===== config.mk =====
export PLATFORM = sky130hd
export DESIGN_NAME = sac_top
export DESIGN_NICKNAME = d
export VERILOG_FILES = /design/src/rtl/sac_pkg.sv /design/src/rtl/sac_conv_if.sv /design/src/rtl/sac_pace.sv /design/src/rtl/sac_sar.sv /design/src/rtl/sac_top.sv
export SDC_FILE = /design/constraint.sdc
export NUM_CORES = 1
export LEC_CHECK = 0
export BUFFER_PORTS_ARGS = -buffer_cell sky130_fd_sc_hd__buf_2
export CAP_MARGIN = 5
export CORE_UTILIZATION = 40
export CTS_CLUSTER_DIAMETER = 50
export DETAILED_ROUTE_END_ITERATION = 7
export HOLD_SLACK_MARGIN = 0.02
export SLEW_MARGIN = 25
export SYNTH_ARGS = -nofsm -noshare
export SYNTH_HDL_FRONTEND = slang
export SYNTH_SLANG_ARGS = --single-unit

===== constraint.sdc =====
create_clock -name sys_clk -period 3.1 [get_ports sys_clk]
set_input_delay 0.62 -clock sys_clk [delete_from_list [all_inputs] [get_ports sys_clk]]
set_output_delay 0.62 -clock sys_clk [all_outputs]
set_load 0.005 [all_outputs]

===== src/rtl/sac_pkg.sv =====
`default_nettype none
package sac_pkg;
	// register offsets on the byte-wide register port
	localparam logic [7:0] ADDR_CTL_ONE  = 8'h1c;
	localparam logic [7:0] ADDR_CTL_TWO  = 8'h1d;
	localparam logic [7:0] ADDR_STATUS   = 8'h1e;
	localparam logic [7:0] ADDR_RES_HIGH = 8'h1f;

	// conversion_control_one fields
	localparam int C1_START_BIT = 7;
	localparam int C1_MODE_LSB  = 5;
	localparam int C1_INDIS_BIT = 4;
	localparam int C1_CHAN_LSB  = 0;
	// conversion_control_two fields
	localparam int C2_LADDER_BIT = 5;
	localparam int C2_TIME_LSB   = 1;
	// conversion_status_low_result fields
	localparam int ST_LOW_LSB  = 6;
	localparam int ST_EOC_BIT  = 5;
	localparam int ST_BUSY_BIT = 4;

	localparam logic [7:0] CTL_ONE_RST = 8'h10;
	localparam logic [7:0] CTL_TWO_RST = 8'h00;

	localparam int RES_BITS     = 10;
	localparam int SAMPLE_STEPS = 3;
	localparam int SAR_STEPS    = 13;
	localparam int PER_W        = 7;

	// conversion times in system clock periods
	localparam int CONV_CYC_0 = 39;
	localparam int CONV_CYC_2 = 78;
	localparam int CONV_CYC_3 = 156;
	localparam int CONV_CYC_4 = 312;
	localparam int CONV_CYC_5 = 624;
	localparam int CONV_CYC_6 = 1248;

	typedef enum logic [1:0] {
		MODE_OFF    = 2'b00,
		MODE_SINGLE = 2'b01,
		MODE_RSVD   = 2'b10,
		MODE_REPEAT = 2'b11
	} sac_mode_t;

	typedef enum logic [1:0] {
		ST_IDLE = 2'b01,
		ST_CONV = 2'b10
	} sac_state_t;

	// cycles per sequencer step; every time is an exact multiple of the step count
	function automatic logic [PER_W-1:0] sac_period(input logic [2:0] code);
		int cyc;
		case (code)
			3'b000: cyc = CONV_CYC_0;
			3'b010: cyc = CONV_CYC_2;
			3'b011: cyc = CONV_CYC_3;
			3'b100: cyc = CONV_CYC_4;
			3'b101: cyc = CONV_CYC_5;
			default: cyc = CONV_CYC_6;
		endcase
		return PER_W'(cyc / SAR_STEPS);
	endfunction
endpackage
`default_nettype wire


===== src/rtl/sac_conv_if.sv =====
`default_nettype none
interface sac_conv_if;
	logic       run;
	logic [6:0] period;
	logic       step;
	logic [3:0] step_idx;
	logic       done;
	logic       cmp_bit;
	logic [9:0] trial;
	logic [9:0] final_code;
	logic       sampling;

	modport pace (input run, period, output step, step_idx, done);
	modport sar (input run, step, step_idx, cmp_bit, output trial, final_code, sampling);
	modport ctl (output run, period, cmp_bit,
		input step, step_idx, done, trial, final_code, sampling);
endinterface
`default_nettype wire


===== src/rtl/sac_pace.sv =====
`default_nettype none
module sac_pace
	import sac_pkg::*;
(
	// clock and reset
	input  wire logic      sys_clk,
	input  wire logic      resetn,
	// sequencer timing
	sac_conv_if.pace       cv
);
	logic [6:0] cnt_reg;
	logic [6:0] cnt_next;
	logic [3:0] idx_reg;
	logic [3:0] idx_next;

	assign cv.step     = cv.run && (cnt_reg == cv.period - 7'h01);
	assign cv.done     = cv.step && (idx_reg == 4'(SAR_STEPS - 1));
	assign cv.step_idx = idx_reg;

	// counters rest at zero outside a conversion so every start is aligned
	assign cnt_next = (!cv.run || cv.step) ? 7'h00 : cnt_reg + 7'h01;
	assign idx_next = (!cv.run || cv.done) ? 4'h0 : (cv.step ? idx_reg + 4'h1 : idx_reg);

	always_ff @(posedge sys_clk) begin
		if (!resetn) begin
			cnt_reg <= 7'h00;
			idx_reg <= 4'h0;
		end else begin
			cnt_reg <= cnt_next;
			idx_reg <= idx_next;
		end
	end
endmodule
`default_nettype wire


===== src/rtl/sac_sar.sv =====
`default_nettype none
module sac_sar
	import sac_pkg::*;
(
	// clock and reset
	input  wire logic      sys_clk,
	input  wire logic      resetn,
	// approximation datapath
	sac_conv_if.sar        cv
);
	logic [9:0] work_reg;
	logic [9:0] work_next;
	logic       deciding;
	logic [3:0] bit_pos;
	logic [9:0] mask;
	logic [9:0] decided;

	// first steps hold the input, then one bit per step, msb first
	assign deciding = cv.step_idx >= 4'(SAMPLE_STEPS);
	assign bit_pos  = 4'(RES_BITS - 1 + SAMPLE_STEPS) - cv.step_idx;
	assign mask     = deciding ? (10'h001 << bit_pos) : 10'h000;
	assign cv.trial = work_reg | mask;
	assign decided  = cv.cmp_bit ? cv.trial : work_reg;
	assign cv.final_code = decided;
	assign cv.sampling   = cv.run && !deciding;

	assign work_next = !cv.run ? 10'h000 :
		(cv.step && cv.step_idx == 4'(SAR_STEPS - 1)) ? 10'h000 :
		(cv.step && deciding) ? decided : work_reg;

	always_ff @(posedge sys_clk) begin
		if (!resetn)
			work_reg <= 10'h000;
		else
			work_reg <= work_next;
	end
endmodule
`default_nettype wire


===== src/rtl/sac_top.sv =====
`default_nettype none
module sac_top
	import sac_pkg::*;
(
	// clock and reset
	input  wire logic       sys_clk,
	input  wire logic       resetn,
	// register port
	input  wire logic [7:0] reg_addr,
	input  wire logic [7:0] reg_wdata,
	input  wire logic       reg_wr,
	input  wire logic       reg_rd,
	output logic      [7:0] reg_rdata,
	// power management, high in stop, slow and sleep
	input  wire logic       standby_mode,
	// analog front end
	input  wire logic       cmp_in,
	output logic      [3:0] channel_select_field,
	output logic            analog_input_disable,
	output logic            ladder_connect,
	output logic            sample_hold,
	output logic      [9:0] dac_code,
	// event
	output logic            conversion_done_interrupt
);
	sac_conv_if cv ();

	sac_pace u_pace (
		.sys_clk (sys_clk),
		.resetn  (resetn),
		.cv      (cv.pace)
	);

	sac_sar u_sar (
		.sys_clk (sys_clk),
		.resetn  (resetn),
		.cv      (cv.sar)
	);

	sac_state_t state_reg;
	sac_state_t state_next;
	logic [7:0] ctl1_reg;
	logic [7:0] ctl1_next;
	logic [7:0] ctl2_reg;
	logic [7:0] ctl2_next;
	logic       eoc_reg;
	logic       eoc_next;
	logic [9:0] res_reg;
	logic [9:0] res_next;
	logic [6:0] per_reg;
	logic [6:0] per_next;
	logic [7:0] rdata_reg;
	logic [7:0] rdata_next;
	logic       irq_reg;
	logic       ladder_reg;
	logic [9:0] dac_reg;
	logic       sh_reg;
	logic       cmp_s1_reg;
	logic       cmp_s2_reg;

	logic       wr_c1;
	logic       wr_c2;
	logic       rd_res;
	sac_mode_t  mode;
	logic       mode_ok;
	logic       busy;
	logic       go;
	logic       stop;
	logic       done_ok;
	logic       cont;
	logic [7:0] status_val;
	logic [7:0] read_mux;
	logic [3:0] nidx;
	logic [9:0] nmask;
	logic [9:0] dac_next;

	// address decode; low-power mode shuts the control registers to writes
	assign wr_c1  = reg_wr && reg_addr == ADDR_CTL_ONE && !standby_mode;
	assign wr_c2  = reg_wr && reg_addr == ADDR_CTL_TWO && !standby_mode;
	assign rd_res = reg_rd && reg_addr == ADDR_RES_HIGH;

	assign mode    = sac_mode_t'(ctl1_reg[C1_MODE_LSB +: 2]);
	assign mode_ok = mode == MODE_SINGLE || mode == MODE_REPEAT;
	assign busy    = state_reg == ST_CONV;

	assign go   = ctl1_reg[C1_START_BIT] && !busy && mode_ok && !standby_mode;
	assign stop = busy && (standby_mode || !mode_ok);
	// completion only counts when nothing aborts it
	assign done_ok = cv.done && busy && mode_ok && !standby_mode;
	assign cont    = done_ok && mode == MODE_REPEAT;

	always_comb begin
		state_next = state_reg;
		unique case (state_reg)
			ST_IDLE: begin
				if (go)
					state_next = ST_CONV;
			end
			ST_CONV: begin
				if (stop || (done_ok && !cont))
					state_next = ST_IDLE;
			end
			default: state_next = ST_IDLE;
		endcase
	end

	assign ctl1_next = standby_mode ? CTL_ONE_RST :
		wr_c1 ? reg_wdata :
		(!busy ? (ctl1_reg & ~(8'h01 << C1_START_BIT)) : ctl1_reg);
	assign ctl2_next = standby_mode ? CTL_TWO_RST : (wr_c2 ? reg_wdata : ctl2_reg);

	assign per_next = (go || cont) ? sac_period(ctl2_reg[C2_TIME_LSB +: 3]) : per_reg;

	// end flag: completion wins over the clearing read
	assign eoc_next = standby_mode ? 1'b0 : (done_ok ? 1'b1 : (rd_res ? 1'b0 : eoc_reg));
	assign res_next = standby_mode ? 10'h000 : (done_ok ? cv.final_code : res_reg);

	// status layout; low nibble reads zero
	assign status_val = {res_reg[1:0], eoc_reg, busy, 4'h0};
	// top bits of control two read as zero here
	assign read_mux =
		reg_addr == ADDR_CTL_ONE  ? ctl1_reg :
		reg_addr == ADDR_CTL_TWO  ? {2'b00, ctl2_reg[5:0]} :
		reg_addr == ADDR_STATUS   ? status_val :
		reg_addr == ADDR_RES_HIGH ? res_reg[9:2] : 8'h00;
	assign rdata_next = reg_rd ? read_mux : 8'h00;

	assign cv.run     = busy;
	assign cv.period  = per_reg;
	assign cv.cmp_bit = cmp_s2_reg;

	// next trial goes out on the step edge itself: with the dac flop and
	// two comparator flops, a three-cycle step still decides on its own trial
	assign nidx     = cv.step_idx + 4'h1;
	assign nmask    = (nidx >= 4'(SAMPLE_STEPS) && nidx < 4'(SAR_STEPS)) ?
		(10'h001 << (4'(RES_BITS - 1 + SAMPLE_STEPS) - nidx)) : 10'h000;
	assign dac_next = !cv.step ? cv.trial :
		((nidx == 4'(SAR_STEPS)) ? 10'h000 : (cv.final_code | nmask));

	always_ff @(posedge sys_clk) begin
		if (!resetn) begin
			state_reg <= ST_IDLE;
			ctl1_reg  <= CTL_ONE_RST;
			ctl2_reg  <= CTL_TWO_RST;
			eoc_reg   <= 1'b0;
			res_reg   <= 10'h000;
			per_reg   <= 7'h00;
			rdata_reg <= 8'h00;
		end else begin
			state_reg <= state_next;
			ctl1_reg  <= ctl1_next;
			ctl2_reg  <= ctl2_next;
			eoc_reg   <= eoc_next;
			res_reg   <= res_next;
			per_reg   <= per_next;
			rdata_reg <= rdata_next;
		end
	end

	// comparator is asynchronous to the sequencer, so two stages before use
	always_ff @(posedge sys_clk) begin
		if (!resetn) begin
			cmp_s1_reg <= 1'b0;
			cmp_s2_reg <= 1'b0;
		end else begin
			cmp_s1_reg <= cmp_in;
			cmp_s2_reg <= cmp_s1_reg;
		end
	end

	// analog-side drives are registered to keep glitches off the front end
	always_ff @(posedge sys_clk) begin
		if (!resetn) begin
			irq_reg    <= 1'b0;
			ladder_reg <= 1'b0;
			dac_reg    <= 10'h000;
			sh_reg     <= 1'b0;
		end else begin
			irq_reg    <= done_ok;
			ladder_reg <= !standby_mode &&
				(ctl2_next[C2_LADDER_BIT] || state_next == ST_CONV);
			dac_reg    <= dac_next;
			sh_reg     <= cv.sampling;
		end
	end

	assign reg_rdata                 = rdata_reg;
	assign channel_select_field      = ctl1_reg[C1_CHAN_LSB +: 4];
	assign analog_input_disable      = ctl1_reg[C1_INDIS_BIT];
	assign ladder_connect            = ladder_reg;
	assign sample_hold               = sh_reg;
	assign dac_code                  = dac_reg;
	assign conversion_done_interrupt = irq_reg;

	// helper: cycles spent busy in the current conversion
	logic [10:0] bcnt_reg;
	always_ff @(posedge sys_clk) begin
		if (!resetn || !busy || done_ok)
			bcnt_reg <= 11'h000;
		else
			bcnt_reg <= bcnt_reg + 11'h001;
	end

	property p_start;
		@(posedge sys_clk) disable iff (!resetn)
		go && !wr_c1 |=> busy && !ctl1_reg[C1_START_BIT];
	endproperty
	a_start: assert property (p_start) else $error("start not taken or not cleared");

	property p_standby_busy;
		@(posedge sys_clk) disable iff (!resetn)
		standby_mode |=> !busy && !eoc_reg && res_reg == 10'h000;
	endproperty
	a_standby_busy: assert property (p_standby_busy) else $error("standby left activity");

	property p_standby_ctl;
		@(posedge sys_clk) disable iff (!resetn)
		standby_mode ##1 standby_mode |-> ctl1_reg == CTL_ONE_RST && ctl2_reg == CTL_TWO_RST;
	endproperty
	a_standby_ctl: assert property (p_standby_ctl) else $error("control not held at init");

	property p_done;
		@(posedge sys_clk) disable iff (!resetn)
		done_ok |=> eoc_reg && conversion_done_interrupt
			&& res_reg == $past(cv.final_code);
	endproperty
	a_done: assert property (p_done) else $error("completion effects not together");

	property p_irq_pulse;
		@(posedge sys_clk) disable iff (!resetn)
		conversion_done_interrupt |=> !conversion_done_interrupt;
	endproperty
	a_irq_pulse: assert property (p_irq_pulse) else $error("interrupt not a pulse");

	property p_read_clear;
		@(posedge sys_clk) disable iff (!resetn)
		rd_res && !done_ok |=> !eoc_reg;
	endproperty
	a_read_clear: assert property (p_read_clear) else $error("end flag not cleared by read");

	property p_repeat;
		@(posedge sys_clk) disable iff (!resetn)
		done_ok && mode == MODE_REPEAT |=> busy && eoc_reg && cv.step_idx == 4'h0;
	endproperty
	a_repeat: assert property (p_repeat) else $error("repeat did not continue");

	property p_mode_off;
		@(posedge sys_clk) disable iff (!resetn)
		busy && mode == MODE_OFF && !standby_mode |=> !busy && $stable(res_reg);
	endproperty
	a_mode_off: assert property (p_mode_off) else $error("disable did not stop cleanly");

	property p_length;
		@(posedge sys_clk) disable iff (!resetn)
		done_ok |-> bcnt_reg + 11'h001 == 11'(per_reg) * 11'(SAR_STEPS);
	endproperty
	a_length: assert property (p_length) else $error("conversion length wrong");

	property p_ladder;
		@(posedge sys_clk) disable iff (!resetn)
		busy |-> ladder_connect;
	endproperty
	a_ladder: assert property (p_ladder) else $error("ladder open while converting");

	property p_status;
		@(posedge sys_clk) disable iff (!resetn)
		reg_rd && reg_addr == ADDR_STATUS |=>
			reg_rdata[7:4] == {$past(res_reg[1:0]), $past(eoc_reg), $past(busy)};
	endproperty
	a_status: assert property (p_status) else $error("status layout wrong");

	property p_mode_drop;
		@(posedge sys_clk) disable iff (!resetn)
		ctl1_reg[C1_START_BIT] && !busy && !mode_ok && !wr_c1 |=>
			!busy && !ctl1_reg[C1_START_BIT];
	endproperty
	a_mode_drop: assert property (p_mode_drop) else $error("start taken in a stopped mode");

	property p_no_start;
		@(posedge sys_clk) disable iff (!resetn)
		!busy && !go |=> !busy;
	endproperty
	a_no_start: assert property (p_no_start) else $error("conversion began without a start");

	property p_busy_hold;
		@(posedge sys_clk) disable iff (!resetn)
		busy && !stop && !cv.done |=> busy;
	endproperty
	a_busy_hold: assert property (p_busy_hold) else $error("busy dropped before the end");

	property p_res_hold;
		@(posedge sys_clk) disable iff (!resetn)
		!done_ok && !standby_mode |=> $stable(res_reg);
	endproperty
	a_res_hold: assert property (p_res_hold) else $error("result changed without completion");

	property p_eoc_src;
		@(posedge sys_clk) disable iff (!resetn)
		!done_ok |=> !$rose(eoc_reg);
	endproperty
	a_eoc_src: assert property (p_eoc_src) else $error("end flag rose without completion");

	property p_sh_busy;
		@(posedge sys_clk) disable iff (!resetn)
		sample_hold |-> $past(busy);
	endproperty
	a_sh_busy: assert property (p_sh_busy) else $error("sampling outside a conversion");

	property p_standby_ladder;
		@(posedge sys_clk) disable iff (!resetn)
		standby_mode |=> !ladder_connect;
	endproperty
	a_standby_ladder: assert property (p_standby_ladder) else $error("ladder on in standby");
endmodule
`default_nettype wire


==> summary.txt, run 1 <==
=========================================================================
Total global-route track usage .............................        0.184
Post-synth EDFFs ...........................................            0
Area of the core region ....................................    9330 um^2
Later-pin clock latency in the skew report .................       340 ps
Fraction of the mapped netlist area in compound gates ......        0.184
GRT Residual Overflow ......................................            0
First-pass GRT wire length .................................      14.6 mm
Clock network fraction of total power ......................        0.419
Cell count after placement .................................          599
Yosys warning count ........................................            0
Synth async-reset ratio ....................................            0
Syn nets ...................................................          485
Die X-Extent ...............................................       101 um
Top_reg_cell synth ......................................... sky130_fd_sc_hd__dfxtp_1
Number of buffers between clock root and the deepest sink ..            2
Final Hold Vio Count .......................................            0
Antenna-violating nets left ................................            0
Capture endpoint of the worst hold path .................... cmp_s2_reg$_SDFF_PN0_
Startpoint class of the critical path ......................         flop
Final #Nets ................................................          517
Average footprint of a synthesized cell ....................    8.70 um^2
Final Slew Violations ......................................            0
Wire length reported by the detailed router ................      8.89 mm
Sequential fraction of design power ........................        0.556
Number of buffers added on ports ...........................           47
Fraction of the mapped netlist area in adder cells .........       0.0449
Period utilization .........................................        0.877
Number of max-cap violations ...............................            0
Synth cell types ...........................................           56
Logic depth of the worst register-to-register path .........            8
P_int ......................................................      1390 uW
Register-to-Register Setup Slack ...........................       380 ps
Total number of placement rows .............................           35
Count of final setup violators .............................            0
Via-to-Cell Ratio ..........................................         5.26
Pre-Repair DR Iteration Count ..............................            5
Number of buffers added by the clock tree synthesis step ...            9
Antenna violations before repair ...........................            0
Via count ..................................................         3233
Number of clock sinks ......................................           78
Critical path data required time ...........................      3310 ps
Min Clock Period, post-route ...............................      2720 ps
Leakage power ..............................................   0.00181 uW
Simple-gate portion of the synthesized area ................        0.205
Data arrival time of the critical path .....................      2930 ps
Launch point of the worst reg-to-reg path .................. cv.period[0]$_SDFFE_PN0P_
RSZ-0062 raised after global routing .......................        false
# resized after CTS ........................................            0
Via count of the first global-routing pass .................         3006
Filler Cell Count ..........................................          897
Initial core utilization ...................................        0.419
Max Fclk ...................................................      368 MHz
Setup fix buffers added after clock tree synthesis .........            0
Hold Crit Class ............................................      reg2reg
CTS tree ...................................................         done
Total Power Consumption ....................................      1810 uW
Share of cells above drive strength 1 ......................        0.160
Setup Crit Path Kind .......................................      reg2reg
H-tree depth reported by CTS ...............................            3
Number of top-level pins ...................................           48
Combinational share of power ...............................        0.025
Worst-path fanout max ......................................           14
CP Capture Type ............................................         flop
Hold Path Cell Cnt .........................................            1
Maximum ir drop on the vdd rail ............................       253 uV
Share of total power consumed by net switching .............        0.228
Instance count of the mapped netlist .......................          449
Setup Skew .................................................      7.13 ps
Area overhead of the layout relative to synthesis ..........        11.9%
Count of antenna diodes in the layout ......................            0
Synthesized-area fraction occupied by xor and xnor cells ...       0.0381
Worst slew slack as a fraction of its limit ................        0.620
Net load switching power ...................................       411 uW
Reg-to-reg critical path endpoint .......................... u_pace.cv.step_idx[2]$_SDFFE_PP0P_
Die Footprint ..............................................   10200 um^2
Hold wc startpoint ......................................... cmp_s1_reg$_SDFF_PN0_
Detail Placement HPWL ......................................      6.56 mm
Power per Cell Area ........................................  413 nW/um^2
Part of the Yosys area used for sequential elements ........        0.400
Remaining design rule violation count ......................            0
Status ..................................................... finished clean
Hold WS ....................................................       440 ps
Transition time at the pin with the least slew margin ......       570 ps
Die outline height .........................................       101 um
Wirelength per Cell ........................................      14.5 um
Synthesized cell area ......................................    3900 um^2
Clock Root Buffer .......................................... sky130_fd_sc_hd__clkbuf_8
Final estimated routing congestion in global placement .....        0.814
CTS hold repair buffers ....................................            0
Dominant combinational cell family by area after synthesis . simple AND/OR/NAND/NOR gates
Setup TNS ..................................................         0 ps
Fraction of synthesized area in multiplexers ...............       0.0731
Clk slew on worst S/H paths ................................        80 ps
Non-filler cells, final ....................................          615
Pin count of the biggest net entering global routing .......           24
1st-iter DRT viols .........................................          127
Flip-flop and latch count after synthesis ..................           78
=========================================================================
[how the worst max path moves through the flow]
| stage | start | cells after the start | to |
|---|---|---|---|
| 3_3_place_gp | cv.period[0]$_SDFFE_PN0P_ | 8 | u_pace.cv.step_idx[2]$_SDFFE_PP0P_ |
| 4_1_cts | cv.period[0]$_SDFFE_PN0P_ | 8 | u_pace.cv.step_idx[2]$_SDFFE_PP0P_ |
| 5_1_grt | cv.period[0]$_SDFFE_PN0P_ | 8 | u_pace.cv.step_idx[2]$_SDFFE_PP0P_ |
| 3_5_place_dp | cv.period[0]$_SDFFE_PN0P_ | 8 | u_sar.work_reg[1]$_SDFFE_PP0P_ |
| 2_1_floorplan | cv.period[0]$_SDFFE_PN0P_ | 10 | u_pace.cv.step_idx[1]$_SDFFE_PP0P_ |
| 6_report | cv.period[0]$_SDFFE_PN0P_ | 8 | u_pace.cv.step_idx[2]$_SDFFE_PP0P_ |
[critical path: stages (launching register included)]
cell and delay [ps]:
sky130_fd_sc_hd__dfxtp_1 470, sky130_fd_sc_hd__inv_1 70, sky130_fd_sc_hd__ha_1 280, sky130_fd_sc_hd__o21ba_1 210, sky130_fd_sc_hd__a221oi_1 360, sky130_fd_sc_hd__o2111ai_2 280, sky130_fd_sc_hd__a31oi_4 350, sky130_fd_sc_hd__a21o_1 470
sky130_fd_sc_hd__a211oi_1 90
[cells in the final DEF (no fill, tap or decap), types with 2 or more instances in the layout]
| cell | n |
|---|---|
| sky130_fd_sc_hd__dfxtp_1 | 78 |
| sky130_fd_sc_hd__or3_1 | 3 |
| sky130_fd_sc_hd__nor2_1 | 66 |
| sky130_fd_sc_hd__buf_2 | 47 |
| sky130_fd_sc_hd__inv_1 | 13 |
| sky130_fd_sc_hd__nor3_1 | 10 |
| sky130_fd_sc_hd__clkinv_4 | 2 |
| sky130_fd_sc_hd__and3_1 | 6 |
| sky130_fd_sc_hd__xnor2_1 | 8 |
| sky130_fd_sc_hd__a21oi_1 | 23 |
| sky130_fd_sc_hd__clkbuf_8 | 9 |
| sky130_fd_sc_hd__nand3b_1 | 6 |
| sky130_fd_sc_hd__buf_4 | 5 |
| sky130_fd_sc_hd__nand2b_1 | 4 |
| sky130_fd_sc_hd__xor2_1 | 9 |
| sky130_fd_sc_hd__a21boi_0 | 8 |
| sky130_fd_sc_hd__nor2b_1 | 5 |
| sky130_fd_sc_hd__mux2i_1 | 24 |
| sky130_fd_sc_hd__o21ai_0 | 14 |
| sky130_fd_sc_hd__nand3_1 | 11 |
| sky130_fd_sc_hd__and2_1 | 7 |
| sky130_fd_sc_hd__ha_1 | 14 |
| sky130_fd_sc_hd__a211oi_1 | 13 |
| sky130_fd_sc_hd__clkbuf_1 | 2 |
| sky130_fd_sc_hd__nand4b_1 | 2 |
| sky130_fd_sc_hd__nand4_1 | 2 |
| sky130_fd_sc_hd__a21o_1 | 3 |
| sky130_fd_sc_hd__a31oi_1 | 15 |
| sky130_fd_sc_hd__and4_1 | 2 |
| sky130_fd_sc_hd__nand2_1 | 33 |
| sky130_fd_sc_hd__a211o_1 | 2 |
| sky130_fd_sc_hd__mux4_2 | 2 |
| sky130_fd_sc_hd__o22ai_1 | 11 |
| sky130_fd_sc_hd__nor4b_1 | 2 |
[power by group through the flow]
stage                     clock network [uW]  logic, uW  registers, uW
after floorplan                            0       24.4           1030
after global placement                     0       45.5           1030
after detailed placement                   0       45.2           1030
after CTS                                774       45.5           1000
after global routing                     813       50.6           1000
final                                    757       45.1           1000
[area by class of cell]
type / count / area (um^2) / share of cell area
Clock inverter: 5 / 60.1 / 0.0137
Timing Repair Buffer: 52 / 273 / 0.0624
Sequential cell: 78 / 1560 / 0.357
Clock buffer: 11 / 131 / 0.0301
Multi-Input combinational cell: 326 / 2130 / 0.487
Tap cell: 129 / 161 / 0.0369
Inverter: 14 / 52.6 / 0.0120
[kinds of logic after synthesis]
| logic type | count (synthesis) |
|---|---|
| AO/OA/AOI/OAI | 103 |
| XOR/XNOR | 17 |
| adder cells (fa/ha/maj) | 14 |
| buffers and inverters | 45 |
| flip-flops | 78 |
| multiplexers | 26 |
| AND/OR/NAND/NOR | 166 |
[metal layers]
layer / track usage / part of all wire
met2: 0.295 / 0.44
met5: 0 / 0
met1: 0.245 / 0.50
met4: 0.0691 / 0.015
met3: 0.0347 / 0.045
[metrics by stage]
step	setup WS (ps)	utilization	cell area, um^2
6_report	381	0.468	4370
5_1_grt	159	0.468	4370
4_1_cts	402	0.468	4370
3_5_place_dp	405	0.448	4180
3_3_place_gp	563	0.448	4180
2_1_floorplan	721	-	3910
[synthesized netlist by cell type (7+ instances only)]
cell type / count / area share
sky130_fd_sc_hd__nand2_1: 33 / 0.032
sky130_fd_sc_hd__mux2i_1: 24 / 0.062
sky130_fd_sc_hd__ha_1: 14 / 0.045
sky130_fd_sc_hd__xnor2_1: 8 / 0.018
sky130_fd_sc_hd__a21oi_1: 23 / 0.029
sky130_fd_sc_hd__clkbuf_1: 17 / 0.016
sky130_fd_sc_hd__dfxtp_1: 78 / 0.40
sky130_fd_sc_hd__o22ai_1: 11 / 0.018
sky130_fd_sc_hd__o21ai_0: 14 / 0.018
sky130_fd_sc_hd__nand3_1: 11 / 0.014
sky130_fd_sc_hd__and2_1: 7 / 0.011
sky130_fd_sc_hd__nor3_1: 10 / 0.013
sky130_fd_sc_hd__a21boi_0: 8 / 0.015
sky130_fd_sc_hd__xor2_1: 9 / 0.020
sky130_fd_sc_hd__a31oi_1: 15 / 0.024
sky130_fd_sc_hd__inv_1: 13 / 0.012
sky130_fd_sc_hd__a211oi_1: 13 / 0.025
sky130_fd_sc_hd__nor2_1: 66 / 0.063
Power figures use the tool's default switching activity.
==> run 2: changes to the inputs <==
- CTS_BUF_LIST: unset -> sky130_fd_sc_hd__clkbuf_4
==> run 2 against run 1 <==
Against the previous run: global-route usage shrank 0.059 points; first-iteration DRC count decreased by 15%; critical path depth unchanged; hold slack lost 24 ps; highest routed layer unchanged; largest cell class unchanged; sequential power about the same; sequential share of layout area increased by 0.40 points; maximum frequency down 0.20%; cell count unchanged; utilization is 0.52 points lower.
==> summary.txt, run 2 (synthesis gave the netlist of run 1 again) <==
========================================================================
Number of clock sinks .....................................           78
Clk slew on worst S/H paths ...............................       120 ps
Wire length reported by the detailed router ...............      8.85 mm
Hold Path Cell Cnt ........................................            2
Area of the core region ...................................    9330 um^2
Setup TNS .................................................         0 ps
Sequential fraction of design power .......................        0.598
CP Capture Type ...........................................         flop
Net load switching power ..................................       393 uW
Critical path data required time ..........................      3390 ps
Transition time at the pin with the least slew margin .....       572 ps
Max Fclk ..................................................      367 MHz
Startpoint class of the critical path .....................         flop
Pin count of the biggest net entering global routing ......           24
Antenna violations before repair ..........................            0
Final #Nets ...............................................          517
Total global-route track usage ............................        0.183
Setup Skew ................................................      14.7 ps
Number of top-level pins ..................................           48
1st-iter DRT viols ........................................          108
Total number of placement rows ............................           35
Filler Cell Count .........................................          904
Die Footprint .............................................   10200 um^2
Clock network fraction of total power .....................        0.375
Die outline height ........................................       101 um
Number of max-cap violations ..............................            0
Total Power Consumption ...................................      1680 uW
Count of antenna diodes in the layout .....................            0
CTS tree ..................................................         done
RSZ-0062 raised after global routing ......................        false
H-tree depth reported by CTS ..............................            3
P_int .....................................................      1290 uW
Launch point of the worst reg-to-reg path ................. cv.period[0]$_SDFFE_PN0P_
Share of total power consumed by net switching ............        0.234
Detail Placement HPWL .....................................      6.56 mm
Number of buffers added by the clock tree synthesis step ..            9
Initial core utilization ..................................        0.419
First-pass GRT wire length ................................      14.6 mm
Final Hold Vio Count ......................................            0
Area overhead of the layout relative to synthesis .........        10.6%
Worst Path Buf+Inv ........................................            1
Setup fix buffers added after clock tree synthesis ........            0
Worst slew slack as a fraction of its limit ...............        0.619
Clock Root Buffer ......................................... sky130_fd_sc_hd__clkbuf_4
Final estimated routing congestion in global placement ....        0.814
Count of final setup violators ............................            0
Most frequent cells in the layout ......................... 78 x sky130_fd_sc_hd__dfxtp_1, 66 x sky130_fd_sc_hd__nor2_1, 47 x sky130_fd_sc_hd__buf_2, 33 x sky130_fd_sc_hd__nand2_1, 24 x sky130_fd_sc_hd__mux2i_1
Remaining design rule violation count .....................            0
Leakage power .............................................   0.00179 uW
Via count of the first global-routing pass ................         3001
Highest cell delay on the worst timing path ...............       480 ps
Power per Cell Area .......................................  389 nW/um^2
Min Clock Period, post-route ..............................      2720 ps
Share of cells above drive strength 1 .....................        0.165
Number of buffers added on ports ..........................           47
Later-pin clock latency in the skew report ................       420 ps
Register-to-Register Setup Slack ..........................       380 ps
Worst-path fanout max .....................................           14
Capture endpoint of the worst hold path ................... cmp_s1_reg$_SDFF_PN0_
Via-to-Cell Ratio .........................................         5.22
Via count .................................................         3208
Antenna-violating nets left ...............................            0
Hold WS ...................................................       416 ps
Logic depth of the worst register-to-register path ........            8
Pre-Repair DR Iteration Count .............................            5
Wirelength per Cell .......................................      14.4 um
Final Slew Violations .....................................            0
Family with the most delay on the worst path .............. compound AO/OA/AOI/OAI gates
Minimum setup slack after placement .......................       405 ps
Cell Chain, Critical Path ................................. inv_1 > ha_1 > o21ba_1 > a221oi_1 > o2111ai_2 > a31oi_4 > a21o_1 > nor3_1
Hold wc startpoint ........................................       cmp_in
Cell with the largest stage delay on the worst path ....... sky130_fd_sc_hd__dfxtp_1
Die X-Extent ..............................................       101 um
Setup Crit Path Kind ......................................      reg2reg
Final Worst Setup Slack ...................................       375 ps
Data arrival time of the critical path ....................      3020 ps
Status .................................................... finished clean
# resized after CTS .......................................            0
CTS hold repair buffers ...................................            0
Maximum ir drop on the vdd rail ...........................       180 uV
Most common cell after layout, fill and taps aside ........ sky130_fd_sc_hd__dfxtp_1
Number of buffers between clock root and the deepest sink .            2
GRT Residual Overflow .....................................            0
Hold Crit Class ...........................................       in2reg
Period utilization ........................................        0.879
Reg-to-reg critical path endpoint ......................... u_sar.work_reg[1]$_SDFFE_PP0P_
Combinational share of power ..............................        0.027
========================================================================
[run 2: changes by cell type in the layout (fill, tap and decap cells not counted)]
| cell | delta |
|---|---|
| sky130_fd_sc_hd__clkbuf_8 | -9 |
| sky130_fd_sc_hd__clkbuf_1 | -2 |
| sky130_fd_sc_hd__clkbuf_4 | +11 |
[run 2: power groups by stage]
stage	registers (uW)	logic, uW	clock network [uW]
after floorplan	1030	24.4	0
after global placement	1030	45.5	0
after detailed placement	1030	45.2	0
after CTS	1000	45.5	646
after global routing	1010	50.6	688
final	1000	45.2	630
[run 2: per-layer routing]
layer	part of all wire	GRT usage
met5	0	0
met4	0.013	0.0557
met3	0.046	0.0409
met2	0.44	0.294
met1	0.50	0.245
[run 2: final cells by class]
cell class | instances | area, um^2 | area share
Timing Repair Buffer | 52 | 273 | 0.0631
Multi-Input combinational cell | 326 | 2130 | 0.493
Sequential cell | 78 | 1560 | 0.361
Clock inverter | 5 | 60.1 | 0.0139
Clock buffer | 11 | 82.6 | 0.0191
Inverter | 14 | 52.6 | 0.0122
Tap cell | 129 | 161 | 0.0374
[run 2: worst max path at each step]
| stage | from | to | slack (ps) | cells past startpoint |
|---|---|---|---|---|
| finish | cv.period[0]$_SDFFE_PN0P_ | u_sar.work_reg[1]$_SDFFE_PP0P_ | 380 | 8 |
| global route | cv.period[0]$_SDFFE_PN0P_ | u_pace.cv.step_idx[2]$_SDFFE_PP0P_ | 160 | 8 |
| CTS | cv.period[0]$_SDFFE_PN0P_ | u_sar.work_reg[1]$_SDFFE_PP0P_ | 400 | 8 |
| detailed placement | cv.period[0]$_SDFFE_PN0P_ | u_sar.work_reg[1]$_SDFFE_PP0P_ | 400 | 8 |
| global placement | cv.period[0]$_SDFFE_PN0P_ | u_pace.cv.step_idx[2]$_SDFFE_PP0P_ | 560 | 8 |
| floorplan | cv.period[0]$_SDFFE_PN0P_ | u_pace.cv.step_idx[1]$_SDFFE_PP0P_ | 720 | 10 |
[run 2: stage by stage]
stage,utilization,area (um^2),cells
after floorplan,-,3910,449
after global placement,0.448,4180,599
after detailed placement,0.448,4180,599
after CTS,0.463,4320,615
after global routing,0.463,4320,615
final,0.463,4320,615
==> run 3: changes to the inputs <==
==> constraint.sdc (replaced) <==
create_clock -name sys_clk -period 3.1 [get_ports sys_clk]
set_input_delay 0.155 -clock sys_clk [delete_from_list [all_inputs] [get_ports sys_clk]]
set_output_delay 0.155 -clock sys_clk [all_outputs]
set_load 0.005 [all_outputs]
==> run 3 against run 2 <==
Against the previous run: register-to-register slack better by 50 ps; cell area up 2.2%; maximum frequency up 1.8%; via count up 1.8%.
==> summary.txt, run 3 (synthesis gave the netlist of run 1 again) <==
========================================================================
Status .................................................... finished clean
Die X-Extent ..............................................       101 um
Worst-path fanout max .....................................           14
Max Fclk ..................................................      373 MHz
Cell count after placement ................................          598
# resized after CTS .......................................            0
Via count of the first global-routing pass ................         3130
RSZ-0062 raised after global routing ......................        false
CTS tree ..................................................         done
Setup TNS .................................................         0 ps
Final Hold Vio Count ......................................            0
Later-pin clock latency in the skew report ................       460 ps
Most common cell after layout, fill and taps aside ........ sky130_fd_sc_hd__dfxtp_1
Number of clock sinks .....................................           78
Setup Crit Path Kind ......................................      reg2reg
Reg-to-reg critical path endpoint ......................... u_sar.work_reg[3]$_SDFFE_PP0P_
Area of the core region ...................................    9330 um^2
Logic depth of the worst register-to-register path ........            8
Data arrival time of the critical path ....................      3010 ps
Hold Crit Class ...........................................       in2reg
Wirelength per Cell .......................................      14.8 um
Filler Cell Count .........................................          896
Number of top-level pins ..................................           48
Share of cells above drive strength 1 .....................        0.158
Antenna violations before repair ..........................            0
Final Slew Violations .....................................            0
Number of buffers added on ports ..........................           47
Critical path data required time ..........................      3430 ps
CP endpoint ............................................... u_sar.work_reg[3]$_SDFFE_PP0P_
Maximum ir drop on the vdd rail ...........................       243 uV
Total global-route track usage ............................        0.192
Die outline height ........................................       101 um
Multi-input gate area .....................................    2130 um^2
Final design area excluding fillers .......................    4420 um^2
Period utilization ........................................        0.864
Initial core utilization ..................................        0.419
Worst slew slack as a fraction of its limit ...............        0.582
Total number of placement rows ............................           35
Power per Cell Area .......................................  404 nW/um^2
1st-iter DRT viols ........................................          252
Leakage power .............................................   0.00183 uW
Via count .................................................         3266
Register-to-Register Setup Slack ..........................       420 ps
Launch point of the worst reg-to-reg path ................. cv.period[0]$_SDFFE_PN0P_
Clk slew on worst S/H paths ...............................       130 ps
First-pass GRT wire length ................................      15.1 mm
CTS hold repair buffers ...................................            8
H-tree depth reported by CTS ..............................            3
Antenna-violating nets left ...............................            0
Clock Root Buffer ......................................... sky130_fd_sc_hd__clkbuf_4
Remaining design rule violation count .....................            0
Number of max-cap violations ..............................            0
Number of buffers added by the clock tree synthesis step ..            9
Wire length reported by the detailed router ...............      9.23 mm
Detail Placement HPWL .....................................      6.60 mm
Storage element area ......................................    1560 um^2
Final estimated routing congestion in global placement ....        0.798
Count of antenna diodes in the layout .....................            0
Pre-Repair DR Iteration Count .............................            5
Transition time at the pin with the least slew margin .....       623 ps
Area overhead of the layout relative to synthesis .........        13.1%
Final #Nets ...............................................          524
Setup fix buffers added after clock tree synthesis ........            0
Min Clock Period, post-route ..............................      2680 ps
Most frequent cells in the layout ......................... 78 x sky130_fd_sc_hd__dfxtp_1, 66 x sky130_fd_sc_hd__nor2_1, 47 x sky130_fd_sc_hd__buf_2, 33 x sky130_fd_sc_hd__nand2_1, 24 x sky130_fd_sc_hd__mux2i_1
Cell with the largest stage delay on the worst path ....... sky130_fd_sc_hd__dfxtp_1
Non-filler cells, final ...................................          622
Setup Skew ................................................      12.7 ps
Startpoint class of the critical path .....................         flop
Cell Chain, Critical Path ................................. inv_1 > ha_1 > o21ba_1 > a221oi_1 > o2111ai_2 > a31oi_4 > a21o_1 > nor3_1
Number of buffers between clock root and the deepest sink .            2
Count of final setup violators ............................            0
Pin count of the biggest net entering global routing ......           24
CP Capture Type ...........................................         flop
Total Power Consumption ...................................      1790 uW
GRT Residual Overflow .....................................            0
Hold WS ...................................................      41.1 ps
Cell area after placement .................................    4170 um^2
Highest cell delay on the worst timing path ...............       470 ps
Via-to-Cell Ratio .........................................         5.25
Die Footprint .............................................   10200 um^2
Beginning of the critical path ............................ cv.period[0]$_SDFFE_PN0P_
========================================================================
## run 3: worst max-delay path: cells and delay by family, from the launching register on
kind                     cells  cell delay, ps
AO/OA/AOI/OAI                5            1620
AND/OR/NAND/NOR              1             100
adder cells (fa/ha/maj)      1             290
flip-flops                   1             470
buffers and inverters        1              70
## run 3: metal layers
layer  share of wire  global-route usage  routed length, um
met1            0.49               0.248               4540
met2            0.44               0.306               4050
met3           0.052              0.0340                478
met4           0.017              0.0992                155
met5               0                   0                  0
## run 3: area by class of cell
type                            instances  share of cell area
Tap cell                              129              0.0366
Sequential cell                        78               0.354
Multi-Input combinational cell        326               0.482
Clock inverter                          7              0.0221
Timing Repair Buffer                   59              0.0782
Clock buffer                            9              0.0153
Inverter                               14              0.0119
## run 3: worst min-delay path by stage
stage / from / end / slack [ps] / depth (start not counted)
after floorplan: cmp_in / cmp_s1_reg$_SDFF_PN0_ / 280 / 1
after global placement: cmp_in / cmp_s1_reg$_SDFF_PN0_ / 370 / 2
after detailed placement: cmp_in / cmp_s1_reg$_SDFF_PN0_ / 370 / 2
after CTS: reg_wdata[7] / ctl1_reg[7]$_SDFFE_PP0P_ / 40 / 5
after global routing: reg_rd / eoc_reg$_SDFFE_PP0P_ / 90 / 4
final: reg_wdata[7] / ctl1_reg[7]$_SDFFE_PP0P_ / 40 / 5
## run 3: report_power, final
part	total, uW	leakage, uW	internal, uW	switching, uW
registers	1000	0.000628	1000	1.12
logic	53.6	0.00112	24.3	29.3
clock network	727	0.0000842	329	397
## run 3: stage by stage
stage	utilization	setup WS, ps
floorplan	-	721
global placement	0.447	563
detailed placement	0.447	456
CTS	0.473	438
global route	0.473	140
finish	0.473	423
